[config.mk]
export PLATFORM = sky130hd
export DESIGN_NAME = flash_page_erase_row_program
export DESIGN_NICKNAME = d
export VERILOG_FILES = /design/src/hdl/flash_seq_pkg.sv /design/src/hdl/flash_page_erase_row_program.sv
export VERILOG_INCLUDE_DIRS = /design/src /design/src/hdl
export SDC_FILE = /design/constraint.sdc
export NUM_CORES = 1
export LEC_CHECK = 0
export ABC_AREA = 1
export BUFFER_PORTS_ARGS = -buffer_cell sky130_fd_sc_hd__buf_2
export CORE_ASPECT_RATIO = 0.9
export CORE_MARGIN = 4
export CORE_UTILIZATION = 50
export CTS_BUF_LIST = sky130_fd_sc_hd__clkbuf_8
export DETAILED_ROUTE_END_ITERATION = 6
export GPL_TIMING_DRIVEN = 0
export PLACE_DENSITY = 0.71
export SETUP_SLACK_MARGIN = 0.02
export SYNTH_ARGS = -nofsm -noshare
export SYNTH_HDL_FRONTEND = slang
export SYNTH_SLANG_ARGS = --single-unit
[constraint.sdc]
create_clock -name clk -period 2.33 [get_ports clk]
set_input_delay 0 -clock clk [delete_from_list [all_inputs] [get_ports clk]]
set_output_delay 0 -clock clk [all_outputs]
set_load 0.02 [all_outputs]
[src/hdl/flash_seq_regs.svh]
// register offsets, field positions, reset values and timing constants
// for the flash erase and row program sequencer; definitions only
`ifndef FLASH_SEQ_REGS_SVH
`define FLASH_SEQ_REGS_SVH

// byte offsets on the plain register port
`define OFS_FLASH_OP_CONTROL   8'h00
`define OFS_FLASH_UNLOCK_KEY   8'h04
`define OFS_TABLE_PAGE_POINTER 8'h08
`define OFS_TARGET_OFFSET      8'h0c
`define OFS_ROW_BUFFER         8'h10

// flash_op_control fields
`define CTL_OP_LSB    0
`define CTL_OP_MSB    3
`define CTL_ERASE_BIT 6
`define CTL_GATE_BIT  14
`define CTL_START_BIT 15
`define CTL_RESET     16'h0000

// operation select codes
`define OP_PAGE_ERASE 4'h2
`define OP_ROW_PROG   4'h1

// unlock keys
`define KEY_FIRST  16'h0055
`define KEY_SECOND 16'h00aa

// geometry in instruction words
`define ROW_WORDS_DEF  64
`define PAGE_ROWS      8

// timing: figures in ns, cycles derived from the clock period
`define CLK_PERIOD_NS  8
`define ERASE_TIME_NS  20000
`define PROG_TIME_NS   8000

`endif

[src/hdl/flash_seq_pkg.sv]
// types shared by the flash erase and row program sequencer
// assumes the register header is included by the design file
`default_nettype none
package flash_seq_pkg;

  // sequencer states
  typedef enum logic [2:0] {
    ST_IDLE  = 3'b000,
    ST_ERASE = 3'b001,
    ST_XFER  = 3'b010,
    ST_WAIT  = 3'b011
  } seq_state_t;

endpackage : flash_seq_pkg

`default_nettype wire

[src/hdl/flash_page_erase_row_program.sv]
// flash sequencer: unlock, page erase and row programming of program flash
// assumes a synchronous register master and a timed flash array port
//
// How it works
// - programming writes exactly one row per operation
// - erase clears one whole eight-row page
// - select code 0010 means page erase
// - select code 0001 means row programming
// - bit 6 marks erase, clear for programming
// - write-enable gate bit 14 required to start
// - start accepted only after correct unlock keys
// - start bit begins erase, processor stalls throughout
// - start bit runs row program, processor stalls
// - start bit self-clears when cycle completes
`timescale 1ns/100ps
`default_nettype none
`include "flash_seq_regs.svh"

module flash_page_erase_row_program
  import flash_seq_pkg::*;
#(
  parameter int ROW_WORDS = `ROW_WORDS_DEF,
  parameter int CNT_W     = 16,
  parameter int ERASE_CYC = (`ERASE_TIME_NS + `CLK_PERIOD_NS - 1)
                            / `CLK_PERIOD_NS,
  parameter int PROG_CYC  = (`PROG_TIME_NS + `CLK_PERIOD_NS - 1)
                            / `CLK_PERIOD_NS
) (
  input  wire logic        clk,
  input  wire logic        rstn,
  input  wire logic [7:0]  reg_addr,
  input  wire logic [15:0] reg_wdata,
  input  wire logic        reg_wr,
  input  wire logic        reg_rd,
  output logic      [15:0] reg_rdata,
  output logic             cpu_stall,
  output logic             flash_erase,
  output logic             flash_prog_wr,
  output logic      [23:0] flash_addr,
  output logic      [15:0] flash_wdata
);

  localparam int IDX_W = $clog2(ROW_WORDS);
  localparam int PAGE_W = IDX_W + $clog2(`PAGE_ROWS);

  // refuse geometry and counts the logic cannot serve
  if (ROW_WORDS < 2 || (1 << IDX_W) != ROW_WORDS || PAGE_W > 16)
    $error("ROW_WORDS must be a power of two, page within 16 bits");
  if (ERASE_CYC < 1 || PROG_CYC < 1 || ERASE_CYC >= (1 << CNT_W)
      || PROG_CYC >= (1 << CNT_W))
    $error("timing counts must fit in CNT_W bits and be nonzero");

  // clear the low address bits below a block of 2**w words
  function automatic logic [23:0] align_down(input logic [23:0] a,
                                             input int w);
    logic [23:0] m;
    m = 24'hffffff << w;
    return a & m;
  endfunction : align_down

  seq_state_t         state_q, state_d;
  logic [3:0]         op_q;
  logic               erase_q, gate_q, start_q;
  logic               key_half_q, armed_q;
  logic [7:0]         page_q;
  logic [15:0]        offs_q;
  logic [IDX_W-1:0]   fill_q, xfer_q;
  logic [CNT_W-1:0]   cnt_q;
  logic [15:0]        row_mem [ROW_WORDS];

  // address decode
  wire sel_ctl  = (reg_addr == `OFS_FLASH_OP_CONTROL);
  wire sel_key  = (reg_addr == `OFS_FLASH_UNLOCK_KEY);
  wire sel_page = (reg_addr == `OFS_TABLE_PAGE_POINTER);
  wire sel_offs = (reg_addr == `OFS_TARGET_OFFSET);
  wire sel_buf  = (reg_addr == `OFS_ROW_BUFFER);
  wire idle     = (state_q == ST_IDLE);
  wire wr_ctl   = reg_wr & sel_ctl & idle;
  wire wr_key   = reg_wr & sel_key;
  wire wr_buf   = reg_wr & sel_buf & idle;

  // requested operation, checked for a consistent code and erase flag
  wire [3:0] req_op    = reg_wdata[`CTL_OP_MSB:`CTL_OP_LSB];
  wire       req_erase = reg_wdata[`CTL_ERASE_BIT];
  wire       req_gate  = reg_wdata[`CTL_GATE_BIT];
  wire       req_start = reg_wdata[`CTL_START_BIT];
  wire is_erase = (req_op == `OP_PAGE_ERASE) & req_erase;
  wire is_prog  = (req_op == `OP_ROW_PROG) & ~req_erase;
  wire go = wr_ctl & req_start & req_gate & armed_q
            & (is_erase | is_prog);
  wire last_cnt = (cnt_q == CNT_W'(1));
  wire [23:0] target = {page_q, offs_q};

  // control register; start bit held until the cycle ends
  always_ff @(posedge clk or negedge rstn) begin
    if (!rstn) begin
      op_q    <= 4'(`CTL_RESET);
      erase_q <= 1'b0;
      gate_q  <= 1'b0;
      start_q <= 1'b0;
    end else if (wr_ctl) begin
      op_q    <= req_op;
      erase_q <= req_erase;
      gate_q  <= req_gate;
      start_q <= go;
    end else if (state_q == ST_WAIT && last_cnt) begin
      start_q <= 1'b0;
    end
  end

  // unlock: 55h then AAh as consecutive key writes, consumed by control
  always_ff @(posedge clk or negedge rstn) begin
    if (!rstn) begin
      key_half_q <= 1'b0;
      armed_q    <= 1'b0;
    end else if (wr_key) begin
      key_half_q <= (reg_wdata == `KEY_FIRST);
      armed_q    <= key_half_q & (reg_wdata == `KEY_SECOND);
    end else if (wr_ctl) begin
      key_half_q <= 1'b0;
      armed_q    <= 1'b0;
    end
  end

  // page pointer and in-page offset of the target
  always_ff @(posedge clk or negedge rstn) begin
    if (!rstn) begin
      page_q <= 8'h00;
      offs_q <= 16'h0000;
    end else if (reg_wr & idle) begin
      if (sel_page) page_q <= reg_wdata[7:0];
      if (sel_offs) offs_q <= reg_wdata;
    end
  end

  // holding buffer fill pointer, rewound after each row
  always_ff @(posedge clk or negedge rstn) begin
    if (!rstn) fill_q <= '0;
    else if (wr_buf) fill_q <= fill_q + IDX_W'(1);
    else if (state_q == ST_XFER && xfer_q == IDX_W'(ROW_WORDS - 1))
      fill_q <= '0;
  end

  // holding buffer storage
  always_ff @(posedge clk) begin
    if (wr_buf) row_mem[fill_q] <= reg_wdata;
  end

  // sequencer next state
  always_comb begin
    state_d = state_q;
    case (state_q)
      ST_IDLE:  if (go) state_d = is_erase ? ST_ERASE : ST_XFER;
      ST_ERASE: state_d = ST_WAIT;
      ST_XFER:  if (xfer_q == IDX_W'(ROW_WORDS - 1)) state_d = ST_WAIT;
      ST_WAIT:  if (last_cnt) state_d = ST_IDLE;
      default:  state_d = ST_IDLE;
    endcase
  end

  // state, word index and busy-time counter
  always_ff @(posedge clk or negedge rstn) begin
    if (!rstn) begin
      state_q <= ST_IDLE;
      xfer_q  <= '0;
      cnt_q   <= '0;
    end else begin
      state_q <= state_d;
      if (state_q == ST_XFER) xfer_q <= xfer_q + IDX_W'(1);
      if (state_q == ST_ERASE) cnt_q <= CNT_W'(ERASE_CYC);
      else if (state_q == ST_XFER) cnt_q <= CNT_W'(PROG_CYC);
      else if (state_q == ST_WAIT) cnt_q <= cnt_q - CNT_W'(1);
    end
  end

  // flash array strobes, address and data, all registered
  always_ff @(posedge clk or negedge rstn) begin
    if (!rstn) begin
      flash_erase   <= 1'b0;
      flash_prog_wr <= 1'b0;
      flash_addr    <= 24'h000000;
      flash_wdata   <= 16'h0000;
    end else begin
      flash_erase   <= (state_q == ST_ERASE);
      flash_prog_wr <= (state_q == ST_XFER);
      if (state_q == ST_ERASE)
        flash_addr <= align_down(target, PAGE_W);
      else if (state_q == ST_XFER)
        flash_addr <= align_down(target, IDX_W)
                      | {{(24-IDX_W){1'b0}}, xfer_q};
      if (state_q == ST_XFER) flash_wdata <= row_mem[xfer_q];
    end
  end

  // processor held off while the start bit stands
  assign cpu_stall = start_q;

  // read mux; start bit shows the busy state
  wire [15:0] ctl_view = {start_q, gate_q, 7'h00, erase_q, 2'h0, op_q};
  wire [15:0] rd_mux =
      sel_ctl  ? ctl_view :
      sel_page ? {8'h00, page_q} :
      sel_offs ? offs_q :
      sel_buf  ? 16'(fill_q) : 16'h0000;

  // read data in the cycle after the strobe only
  always_ff @(posedge clk or negedge rstn) begin
    if (!rstn) reg_rdata <= 16'h0000;
    else reg_rdata <= reg_rd ? rd_mux : 16'h0000;
  end

  // helper: words emitted in the current row
  logic [IDX_W:0] words_q;
  always_ff @(posedge clk or negedge rstn) begin
    if (!rstn) words_q <= '0;
    else if (idle) words_q <= '0;
    else if (flash_prog_wr) words_q <= words_q + (IDX_W+1)'(1);
  end

  a_start_needs_key: assert property (
    @(posedge clk) disable iff (!rstn)
    $rose(start_q) |-> $past(armed_q))
    else $error("start accepted without unlock");
  a_start_needs_gate: assert property (
    @(posedge clk) disable iff (!rstn)
    $rose(start_q) |-> gate_q)
    else $error("start without write-enable gate");
  a_erase_op_code: assert property (
    @(posedge clk) disable iff (!rstn)
    $rose(start_q) && erase_q |-> op_q == `OP_PAGE_ERASE)
    else $error("erase started with wrong code");
  a_prog_op_code: assert property (
    @(posedge clk) disable iff (!rstn)
    $rose(start_q) && !erase_q |-> op_q == `OP_ROW_PROG)
    else $error("program started with wrong code");
  a_erase_flag_path: assert property (
    @(posedge clk) disable iff (!rstn)
    $rose(start_q) |-> (erase_q ? state_q == ST_ERASE : state_q == ST_XFER))
    else $error("erase flag does not steer operation");
  a_erase_page_strobe: assert property (
    @(posedge clk) disable iff (!rstn)
    $rose(start_q) && erase_q |=> flash_erase
      && flash_addr[PAGE_W-1:0] == '0)
    else $error("page erase strobe missing or misaligned");
  a_row_word_count: assert property (
    @(posedge clk) disable iff (!rstn)
    $fell(start_q) && !erase_q |-> words_q == (IDX_W+1)'(ROW_WORDS))
    else $error("row program did not write one full row");
  a_stall_while_busy: assert property (
    @(posedge clk) disable iff (!rstn)
    !idle |-> cpu_stall && start_q)
    else $error("processor not stalled during cycle");
  a_start_self_clear: assert property (
    @(posedge clk) disable iff (!rstn)
    state_q == ST_WAIT && last_cnt |=> !start_q && idle)
    else $error("start bit not cleared at completion");
  a_busy_reads_one: assert property (
    @(posedge clk) disable iff (!rstn)
    reg_rd && sel_ctl && start_q |=> reg_rdata[`CTL_START_BIT])
    else $error("start bit not visible while busy");
  a_key_cancel: assert property (
    @(posedge clk) disable iff (!rstn)
    wr_key && reg_wdata != `KEY_SECOND |=> !armed_q)
    else $error("stray key write left unlock armed");
  a_key_pair_arms: assert property (
    @(posedge clk) disable iff (!rstn)
    wr_key && key_half_q && reg_wdata == `KEY_SECOND |=> armed_q)
    else $error("back to back keys did not arm");
  a_locked_no_start: assert property (
    @(posedge clk) disable iff (!rstn)
    wr_ctl && !armed_q |=> !start_q && idle)
    else $error("control write started while locked");
  a_prog_first_word: assert property (
    @(posedge clk) disable iff (!rstn)
    $rose(start_q) && !erase_q |=> flash_prog_wr
      && flash_addr[IDX_W-1:0] == '0)
    else $error("row program did not begin at word zero");
  a_erase_hold_time: assert property (
    @(posedge clk) disable iff (!rstn)
    state_q == ST_ERASE |=> state_q == ST_WAIT
      && cnt_q == CNT_W'(ERASE_CYC))
    else $error("erase busy time not loaded");
  a_prog_hold_time: assert property (
    @(posedge clk) disable iff (!rstn)
    state_q == ST_XFER && xfer_q == IDX_W'(ROW_WORDS - 1) |=>
      state_q == ST_WAIT && cnt_q == CNT_W'(PROG_CYC))
    else $error("program busy time not loaded");

  c_page_erase: cover property (@(posedge clk) disable iff (!rstn)
    $rose(start_q) && erase_q);
  c_row_prog: cover property (@(posedge clk) disable iff (!rstn)
    $fell(start_q) && !erase_q);
  c_locked_start: cover property (@(posedge clk) disable iff (!rstn)
    wr_ctl && req_start && !armed_q);
  c_key_cancel: cover property (@(posedge clk) disable iff (!rstn)
    wr_key && key_half_q && reg_wdata != `KEY_SECOND);

endmodule : flash_page_erase_row_program

`default_nettype wire

-- Word level (Yosys, flattened, before mapping)
Memory sizes are Yosys's and may differ from the RTL's. A register that Yosys moved wholly into a read port is not among the register bits.
Index checks and enable logic that the tools add are counted.
- RAM bits: 1024
- output and inout port bits: 59
- memories: 1
- bits in registers: 106
- word-level logic and storage cells: 89
- eq/ne operators: 16
- bitwise operators: 16
- reductions and logical operators: 13
- add/sub/neg operators: 3
- mux-type cells: 24
- memories (memory ; depth ; bits a word ; rd ports ; clocked after Yosys merged registers in ; wr ports ; line ; source):
    row_mem ; 64 ; 16 ; 1 ; 1 ; 1 ; flash_page_erase_row_program.sv:69 ; logic [15:0] row_mem [ROW_WORDS];
- operator list (cell ; number):
    16-bit two-way mux ; 7
    24-bit two-way mux ; 2
    24-bit by 6-bit OR with 24-bit output ; 1
    6-bit two-way mux ; 3
    16-bit by 1-bit equality test with 1-bit output, second input constant ; 1
    16-bit by 7-bit equality test with 1-bit output, second input constant ; 1
    16-bit by 8-bit equality test with 1-bit output, second input constant ; 1
    8-bit by 4-bit equality test with 1-bit output, second input constant ; 2
    16-bit by 1-bit subtractor with 16-bit output, second input constant ; 1
    1-bit bitwise AND ; 13
    6-bit by 1-bit adder with 6-bit output, second input constant ; 2
    3-bit case mux with 4 select lines ; 1
    3-bit two-way mux ; 3
    8-bit by 3-bit equality test with 1-bit output, second input constant ; 1
    8-bit by 5-bit equality test with 1-bit output, second input constant ; 1
    8-bit zero test ; 1
    2-bit nonzero test ; 4
    1-bit two-way mux ; 7
    3-bit by 2-bit equality test with 1-bit output, second input constant ; 2
    6-bit equality test, second input constant ; 1
    4-bit by 1-bit equality test with 1-bit output, second input constant ; 1
    4-bit by 2-bit equality test with 1-bit output, second input constant ; 1
    2-bit by 1-bit != test with 1-bit output, second input constant ; 2
    2-bit AND reduction ; 2
    other kinds (10) ; 11

-- Depth between registers and ports, before layout
Gate-level depths: netlist of the first run.
- word-level depth: 9
- gate-level depth with buffers: 14
- mapped depth without buffers: 11

-- Worst setup path after synthesis of the first run
No wires, ideal clock.
- kind: reg2reg
- from: register state_q[0]
- to: memory row_mem[0][0] (enable)
- arrival: 1.984 ns
- buffers on the path: 0
- library setup time: 0.388 ns
- period minus slack after synthesis: 2.372 ns
- slack: -0.042 ns
- stages on the path, launching flop included: 9
- cell sequence: dfrtp_1 -> inv_1 -> ha_1 -> nand2_1 -> inv_1 -> nand2_4 -> nor2_4 -> nand3_2 -> nor2_1
- cells in the longest elaborated chain, start to end: 4
- RTL lines (item ; line ; source):
    from (decl) ; flash_page_erase_row_program.sv:61 ; seq_state_t state_q, state_d;
    from (signal assigned) ; flash_page_erase_row_program.sv:168 ; state_q <= state_d;
    3-bit zero test ; flash_page_erase_row_program.sv:77 ; wire idle = (state_q == ST_IDLE);
    1-bit bitwise AND ; flash_page_erase_row_program.sv:80 ; wire wr_buf = reg_wr & sel_buf & idle;
    1-bit two-way mux ; flash_page_erase_row_program.sv:146 ; if (wr_buf) row_mem[fill_q] <= reg_wdata;
    1-bit two-way mux (not written as such) ; flash_page_erase_row_program.sv:146 ;
    to (decl) ; flash_page_erase_row_program.sv:69 ;
No other way between the ends.

==> flow_metrics.env, run 1 <==
export IMPL_worstSkewPairLatency_ns=0.86
export IMPL_outcome="finished, violations left"
export IMPL_multi_input_area_um2=13800
export IMPL_path_cells="buf_12 > buf_12 > buf_12 > buf_12 > o211ai_2 > nand2_1 > nand2_1 > nand3_1 > nand3_1 > nand3_1 > nand3_2 > nand2_1"
export IMPL_p_seq_share_pct=57.4
export IMPL_grt_total_usage_pct=27.9
export IMPL_cp_arrival_ns=3.14
export IMPL_syn_to_final_growth_pct=20.1
export IMPL_hold_violations=0
export IMPL_drtAntennaViolNets=0
export IMPL_drtIter0Drc=5015
export IMPL_clock_sinks=1145
export IMPL_grt_pass1_wl_mm=217
export IMPL_grt_max_degree=69
export IMPL_synth_top_cell_by_area="edfxtp_1"
export IMPL_internal_power_mw=30.5
export IMPL_synthesis_area_um2=49800
export IMPL_synthTopCellsByArea="edfxtp_1 62%, nand2_1 14%, dfrtp_1 6.1%, nand3_1 5.2%, inv_1 4.2%"
export IMPL_hold_path_class="in -> reg"
export IMPL_synth_net_count=4822
export IMPL_seq_area_frac_synth_pct=67.8
export IMPL_cts_made_buffers=179
export IMPL_wirelength_mm=150
export IMPL_crit_family="simple AND/OR/NAND/NOR gates"
export IMPL_irDropWorstVdd_mv=0.551
export IMPL_start_util_pct=50.5
export IMPL_final_layout_size_suffix_gt1_share_pct=18.0
export IMPL_clock_power_share_pct=40.7
export IMPL_worst_setup_path_type="reg -> reg"
export IMPL_synth_edff_count=1024
export IMPL_drc_errors=0
export IMPL_synth_seq_cells=1145
export IMPL_layout_commonest_cell="nand2_1"
export IMPL_end_kind="register"
export IMPL_max_slew_worst_pin_slew_ns=0.975
export IMPL_cap_violations=0
export IMPL_clock_tree_buffer_depth=3
export IMPL_rows=109
export IMPL_drtPass1Iterations=6
export IMPL_clock_skew_ns=0.0406
export IMPL_finalCritPeriodShare_pct=103
export IMPL_path_max_fanout=10
export IMPL_fin_crit_ns=2.41
export IMPL_dieHeight_um=307
export IMPL_finish_utilization_pct=60.7
export IMPL_avgRoutedWirePerCell_um=22.3
export IMPL_regArea_um2=33800
export IMPL_die_w_um=341
export IMPL_die_area_um2=105000
export IMPL_p_sw_mw=8.58
export IMPL_vias=36660
export IMPL_post_place_ws_ns=-1.41
export IMPL_cp_slowest_stage_delay_ns=0.48
export IMPL_busiest_layer="met2"
export IMPL_path_common_cell="buf_12"
export IMPL_p_comb_share_pct=1.9
export IMPL_fmax_ghz=0.416
export IMPL_slowest_stage="dfrtp_2"
export IMPL_ff2ff_setup_slack_ns=-0.08
export IMPL_crit_buf_inv=4
export IMPL_synth_main_ff_cell="edfxtp_1"
export IMPL_p_sw_share_pct=22.0
export IMPL_gp_congestion=0.951
export IMPL_avgSynthCellArea_um2=10.4
export IMPL_rsz0062_at_grt="true"
export IMPL_slew_violations=0
export IMPL_use_met1_pct=38.0
export IMPL_violations="negative setup slack"
export IMPL_cts_tree="yes"
export IMPL_fill_cells=7673
export IMPL_yosys_area_top_type_share_pct=61.7
export IMPL_setup_viol=10
export IMPL_worstPathRequired_ns=3.07
export IMPL_grt_ovfl_total=0
export IMPL_met3_usage_pct=6.91
export IMPL_setup_ws_ns=-0.0756
export IMPL_power_leakage_nw=25.3
export IMPL_synth_warnings=0
export IMPL_cts_clk_slew_worst_paths_ns=0.07
export IMPL_io_pins=87
export IMPL_synth_cells=4786
export IMPL_routed_via_density=5.44
export IMPL_slew_headroom_pct=35.0
export IMPL_root_buffer="clkbuf_8"
export IMPL_cp_start_kind="register"
export IMPL_synth_distinct_cells=48
export IMPL_synthArstFlopShare_pct=10.6
export IMPL_power_density_nw_per_um2=653
export IMPL_grt_antenna_before_repair=4
export IMPL_grt_pass1_vias=34974
export IMPL_fin_nets=5294
export IMPL_htreeDepth=4
export IMPL_core_um2=98600
export IMPL_io_buffers=86
export IMPL_dp_hpwl_mm=94.8
export IMPL_gr_usage_met2_pct=42.8
export IMPL_layout_common_cells="1812 x nand2_1, 1024 x edfxtp_1, 630 x inv_1"
cell type report:
class / instances / share of cell area [%]
sequential: 1145 / 56.5
multi-input combinational: 2831 / 23.1
timing repair buffer: 291 / 5.64
clock buffer: 197 / 4.53
inverter: 569 / 3.60
buffer: 241 / 2.79
tap: 1332 / 2.79
clock inverter: 126 / 1.02
antenna: 3 / 0.0126
cell usage after synthesis, types with 2 or more instances:
cell type,number
buf_1,10
ha_1,8
clkbuf_2,5
or2_1,48
a31oi_1,2
nand2_1,1823
o22ai_1,2
o21ai_1,15
or2_0,9
nor2_4,2
o211ai_1,25
buf_4,28
o21ai_0,64
nand3_2,6
clkbuf_1,70
nor2_2,2
dfrtp_1,121
nor2_1,140
nand3_1,519
buf_6,18
buf_2,109
a21oi_1,24
inv_1,561
clkinv_1,3
nand4_1,3
or2_2,41
xor2_1,7
o211ai_2,64
edfxtp_1,1024
inv_2,4
nor3_1,7
nor4_1,4
mux2_2,3
worst register-to-register path: stages, from the launching register on:
cell and delay, ns:
dfrtp_2 0.48, buf_12 0.18, buf_12 0.17, buf_12 0.17
buf_12 0.17, o211ai_2 0.17, nand2_1 0.15, nand2_1 0.10
nand3_1 0.20, nand3_1 0.14, nand3_1 0.16, nand3_2 0.17
nand2_1 0.06
repair_timing:
action                                  in CTS  in global routing
pin swaps                                   58                 19
resized for setup                          201                231
cloned                                       2                  4
endpoints found under the setup margin    1052                368
endpoints found under the hold margin     1202                  0
buffers inserted                           104                 19
hold buffers                                48                  0
logic make-up after synthesis:
kind of cell	after synthesis	share of synthesized area, %
mux	3	0.0678
xor+xnor	7	0.123
flops	1145	67.8
simple gates	2609	21.7
fa+ha+maj	8	0.201
compound gates	204	3.20
buf+inv	810	6.90
path summary, 6_finish.rpt:
| path | startpoint | endpoint | depth (start not counted) |
|---|---|---|---|
| setup / recovery | xfer_q[0]$_DFFE_PN0P_ | flash_wdata[15]$_DFFE_PN0P_ | 12 |
| hold / removal | reg_wdata[8] | row_mem[46][8]$_DFFE_PP_ | 2 |
| setup reg to reg | xfer_q[0]$_DFFE_PN0P_ | flash_wdata[15]$_DFFE_PN0P_ | 12 |
| hold reg to reg | flash_addr[23]$_DFFE_PN0P_ | flash_addr[23]$_DFFE_PN0P_ | 2 |
| max in group asynchronous | rstn | xfer_q[0]$_DFFE_PN0P_ | 4 |
| min in group asynchronous | rstn | page_q[7]$_DFFE_PN0P_ | 4 |
through the flow:
step	hold WS [ns]	instance area [µm²]	std cells	setup TNS [ns]	total power [mW]
after floorplan	-0.296	49800	4786	-29.90	22.9
after global placement	0.340	51900	6204	-1201.83	23.4
after detailed placement	0.0277	52600	6233	-1012.78	23.5
after CTS	0.00895	58700	6710	-1.55	39.1
after global routing	0.0340	59800	6732	-0.615	40.1
final	0.0480	59800	6735	-0.267	39.0
registers in the layout (all words and copies together) (netlist names), 2 cells and up:
name         flops
offs_q          16
xfer_q           6
fill_q           6
flash_addr      24
state_q          2
cnt_q           16
reg_rdata       16
op_q             4
row_mem       1024
flash_wdata     16
page_q           8
layer usage:
metal	wire [µm]	part of all wire [%]
met4	6310	4.2
met2	68300	46
met3	17600	12
met5	0	0
met1	57700	38
power groups by stage:
stage,registers (mW),logic [mW],clock network [mW]
final,22.4,0.729,15.9
after global routing,22.4,0.760,17.0
after global placement,22.9,0.539,0
after CTS,22.4,0.701,15.9
after floorplan,22.8,0.0533,0
after detailed placement,22.8,0.644,0
(Power assumes the default switching activity.)
==> run 2, diff against run 1 <==
Settings changed: CORE_UTILIZATION 50 to 45, PLACE_DENSITY 0.71 to 0.66.
==> run 2 against run 1 <==
- the run still ends with negative setup slack left
- first-iteration DRC count shrank 15%
- die area up 11%
- sequential power about the same
- largest power group unchanged
==> flow_metrics.env, run 2 (synthesized netlist as in run 1, its figures left out) <==
export IMPL_clock_tree_buffer_depth=3
export IMPL_drc_errors=0
export IMPL_grt_antenna_before_repair=2
export IMPL_setup_ws_ns=-0.0682
export IMPL_largest_register="row_mem"
export IMPL_irDropWorstVdd_mv=0.715
export IMPL_cap_violations=0
export IMPL_setup_viol=178
export IMPL_ff2ff_setup_slack_ns=-0.07
export IMPL_biggestRegsByFlops="row_mem x1024, flash_addr x24"
export IMPL_dieHeight_um=324
export IMPL_drtIter0Drc=4259
export IMPL_grt_pass1_vias=34486
export IMPL_dp_hpwl_mm=97.7
export IMPL_end_kind="register"
export IMPL_rsz0062_at_grt="true"
export IMPL_finalCritPeriodShare_pct=103
export IMPL_syn_to_final_growth_pct=20.0
export IMPL_drtAntennaViolNets=0
export IMPL_max_slew_worst_pin_slew_ns=1.07
export IMPL_fin_nets=5268
export IMPL_wirelength_mm=150
export IMPL_root_buffer="clkbuf_8"
export IMPL_slew_violations=0
export IMPL_cts_clk_slew_worst_paths_ns=0.07
export IMPL_vias=36077
export IMPL_core_um2=110000
export IMPL_die_area_um2=116000
export IMPL_worstSkewPairLatency_ns=0.90
export IMPL_cts_tree="yes"
export IMPL_finalSetupTns_ns=-6.16
export IMPL_htreeDepth=4
export IMPL_power_leakage_nw=25.2
export IMPL_grt_ovfl_total=0
export IMPL_slew_headroom_pct=29.0
export IMPL_path_max_fanout=13
export IMPL_die_w_um=359
export IMPL_cp_arrival_ns=2.97
export IMPL_final_layout_size_suffix_gt1_share_pct=17.6
export IMPL_grt_pass1_wl_mm=218
export IMPL_io_pins=87
export IMPL_layout_common_cells="1808 x nand2_1, 1024 x edfxtp_1, 620 x inv_1"
export IMPL_fin_crit_ns=2.40
export IMPL_routed_via_density=5.27
export IMPL_violations="negative setup slack"
export IMPL_io_buffers=86
export IMPL_worstPathRequired_ns=2.90
export IMPL_start_util_pct=45.4
export IMPL_fill_cells=9208
export IMPL_post_place_ws_ns=-1.28
export IMPL_power_density_nw_per_um2=658
export IMPL_outcome="finished, violations left"
export IMPL_clock_sinks=1145
export IMPL_grt_total_usage_pct=25.6
export IMPL_rows=115
export IMPL_drtPass1Iterations=6
export IMPL_fmax_ghz=0.417
export IMPL_gp_congestion=1.00
export IMPL_grt_max_degree=86
export IMPL_cts_made_buffers=178
export IMPL_avgRoutedWirePerCell_um=22.0
export IMPL_cp_start_kind="register"
export IMPL_hold_violations=0
export IMPL_worst_setup_path_type="reg -> reg"
export IMPL_largest_reg_flops=1024
export IMPL_hold_path_class="in -> reg"
export IMPL_clock_skew_ns=0.0477
export IMPL_layout_commonest_cell="nand2_1"
run 2: cell count changes in the layout (fill, tap and decap cells not counted), sizes merged, moves of 2 or more:
| cell | delta |
|---|---|
| dlygate4sd3 | -2 |
| bufinv | +4 |
| clkinv | +18 |
| clkinvlp | +3 |
| inv | -14 |
| clkbuf | -32 |
| buf | +3 |
run 2: final timing paths:
kind                                           startpoint                        end  cells after the start
worst max-delay path                fill_q[5]$_DFFE_PN0P_   row_mem[30][5]$_DFFE_PP_                      5
worst min-delay path                        reg_wdata[12]  row_mem[46][12]$_DFFE_PP_                      2
worst max register to register      fill_q[5]$_DFFE_PN0P_   row_mem[30][5]$_DFFE_PP_                      5
worst min register to register  flash_addr[7]$_DFFE_PN0P_  flash_addr[7]$_DFFE_PN0P_                      2
max in group asynchronous                            rstn      xfer_q[0]$_DFFE_PN0P_                      5
min in group asynchronous                            rstn  flash_addr[2]$_DFFE_PN0P_                      4
run 2: final cells by class:
class                           instances  area, µm²  area share, %
Sequential cell                      1145      33800           56.5
Multi-Input combinational cell       2831      13800           23.1
Timing Repair Buffer                  269       3230           5.41
Clock buffer                          189       2600           4.35
Inverter                              569       2160           3.61
Tap cell                             1462       1830           3.06
Buffer                                238       1620           2.71
Clock inverter                        137        763           1.28
Antenna cell                            3       7.51         0.0126
run 2: per-stage QoR:
| stage | power, mW | utilization (%) | hold WS [ns] | cell area (µm²) | instances |
|---|---|---|---|---|---|
| global placement | 23.4 | 47.5 | 0.334 | 52100 | 6334 |
| CTS | 39.5 | 53.8 | 0.0213 | 59000 | 6820 |
| floorplan | 22.9 | - | -0.296 | 49800 | 4786 |
| global route | 40.5 | 54.5 | 0.0683 | 59800 | 6842 |
| finish | 39.3 | 54.5 | 0.0958 | 59800 | 6843 |
| detailed placement | 23.5 | 48.1 | -0.0789 | 52800 | 6364 |
run 2: power by group:
group	total (mW)	switching, mW	internal (mW)
Sequential	22.4	0.0223	22.4
Clock	16.2	8.11	8.08
Combinational	0.722	0.554	0.168
Total	39.3	8.69	30.6
run 2: worst max-delay path, cell delays in order, from the launching register on:
cell and delay, ns:
dfrtp_1 0.36, clkbuf_1 0.26, inv_1 0.30, nand3_2 0.51, nor2_2 0.44, buf_8 0.22
run 2: routing by layer:
layer	wire, µm	part of all wire [%]	global-route usage (%)	vias up
met5	0	0	0	-
met3	15100	10	5.62	303
met4	6160	4.1	10.4	0
met1	61100	41	35.5	17387
li1	-	-	-	16576
met2	68100	45	39.4	1811
run 2: what timing repair did:
action | 4_1_cts | 5_1_grt
setup buffers | 85 | 19
hold buffers | 45 | 0
hold endpoints to repair | 1202 | 0
resized for setup | 264 | 144
gates cloned | 1 | 3
pin swaps | 57 | 21
setup endpoints to repair | 1064 | 700
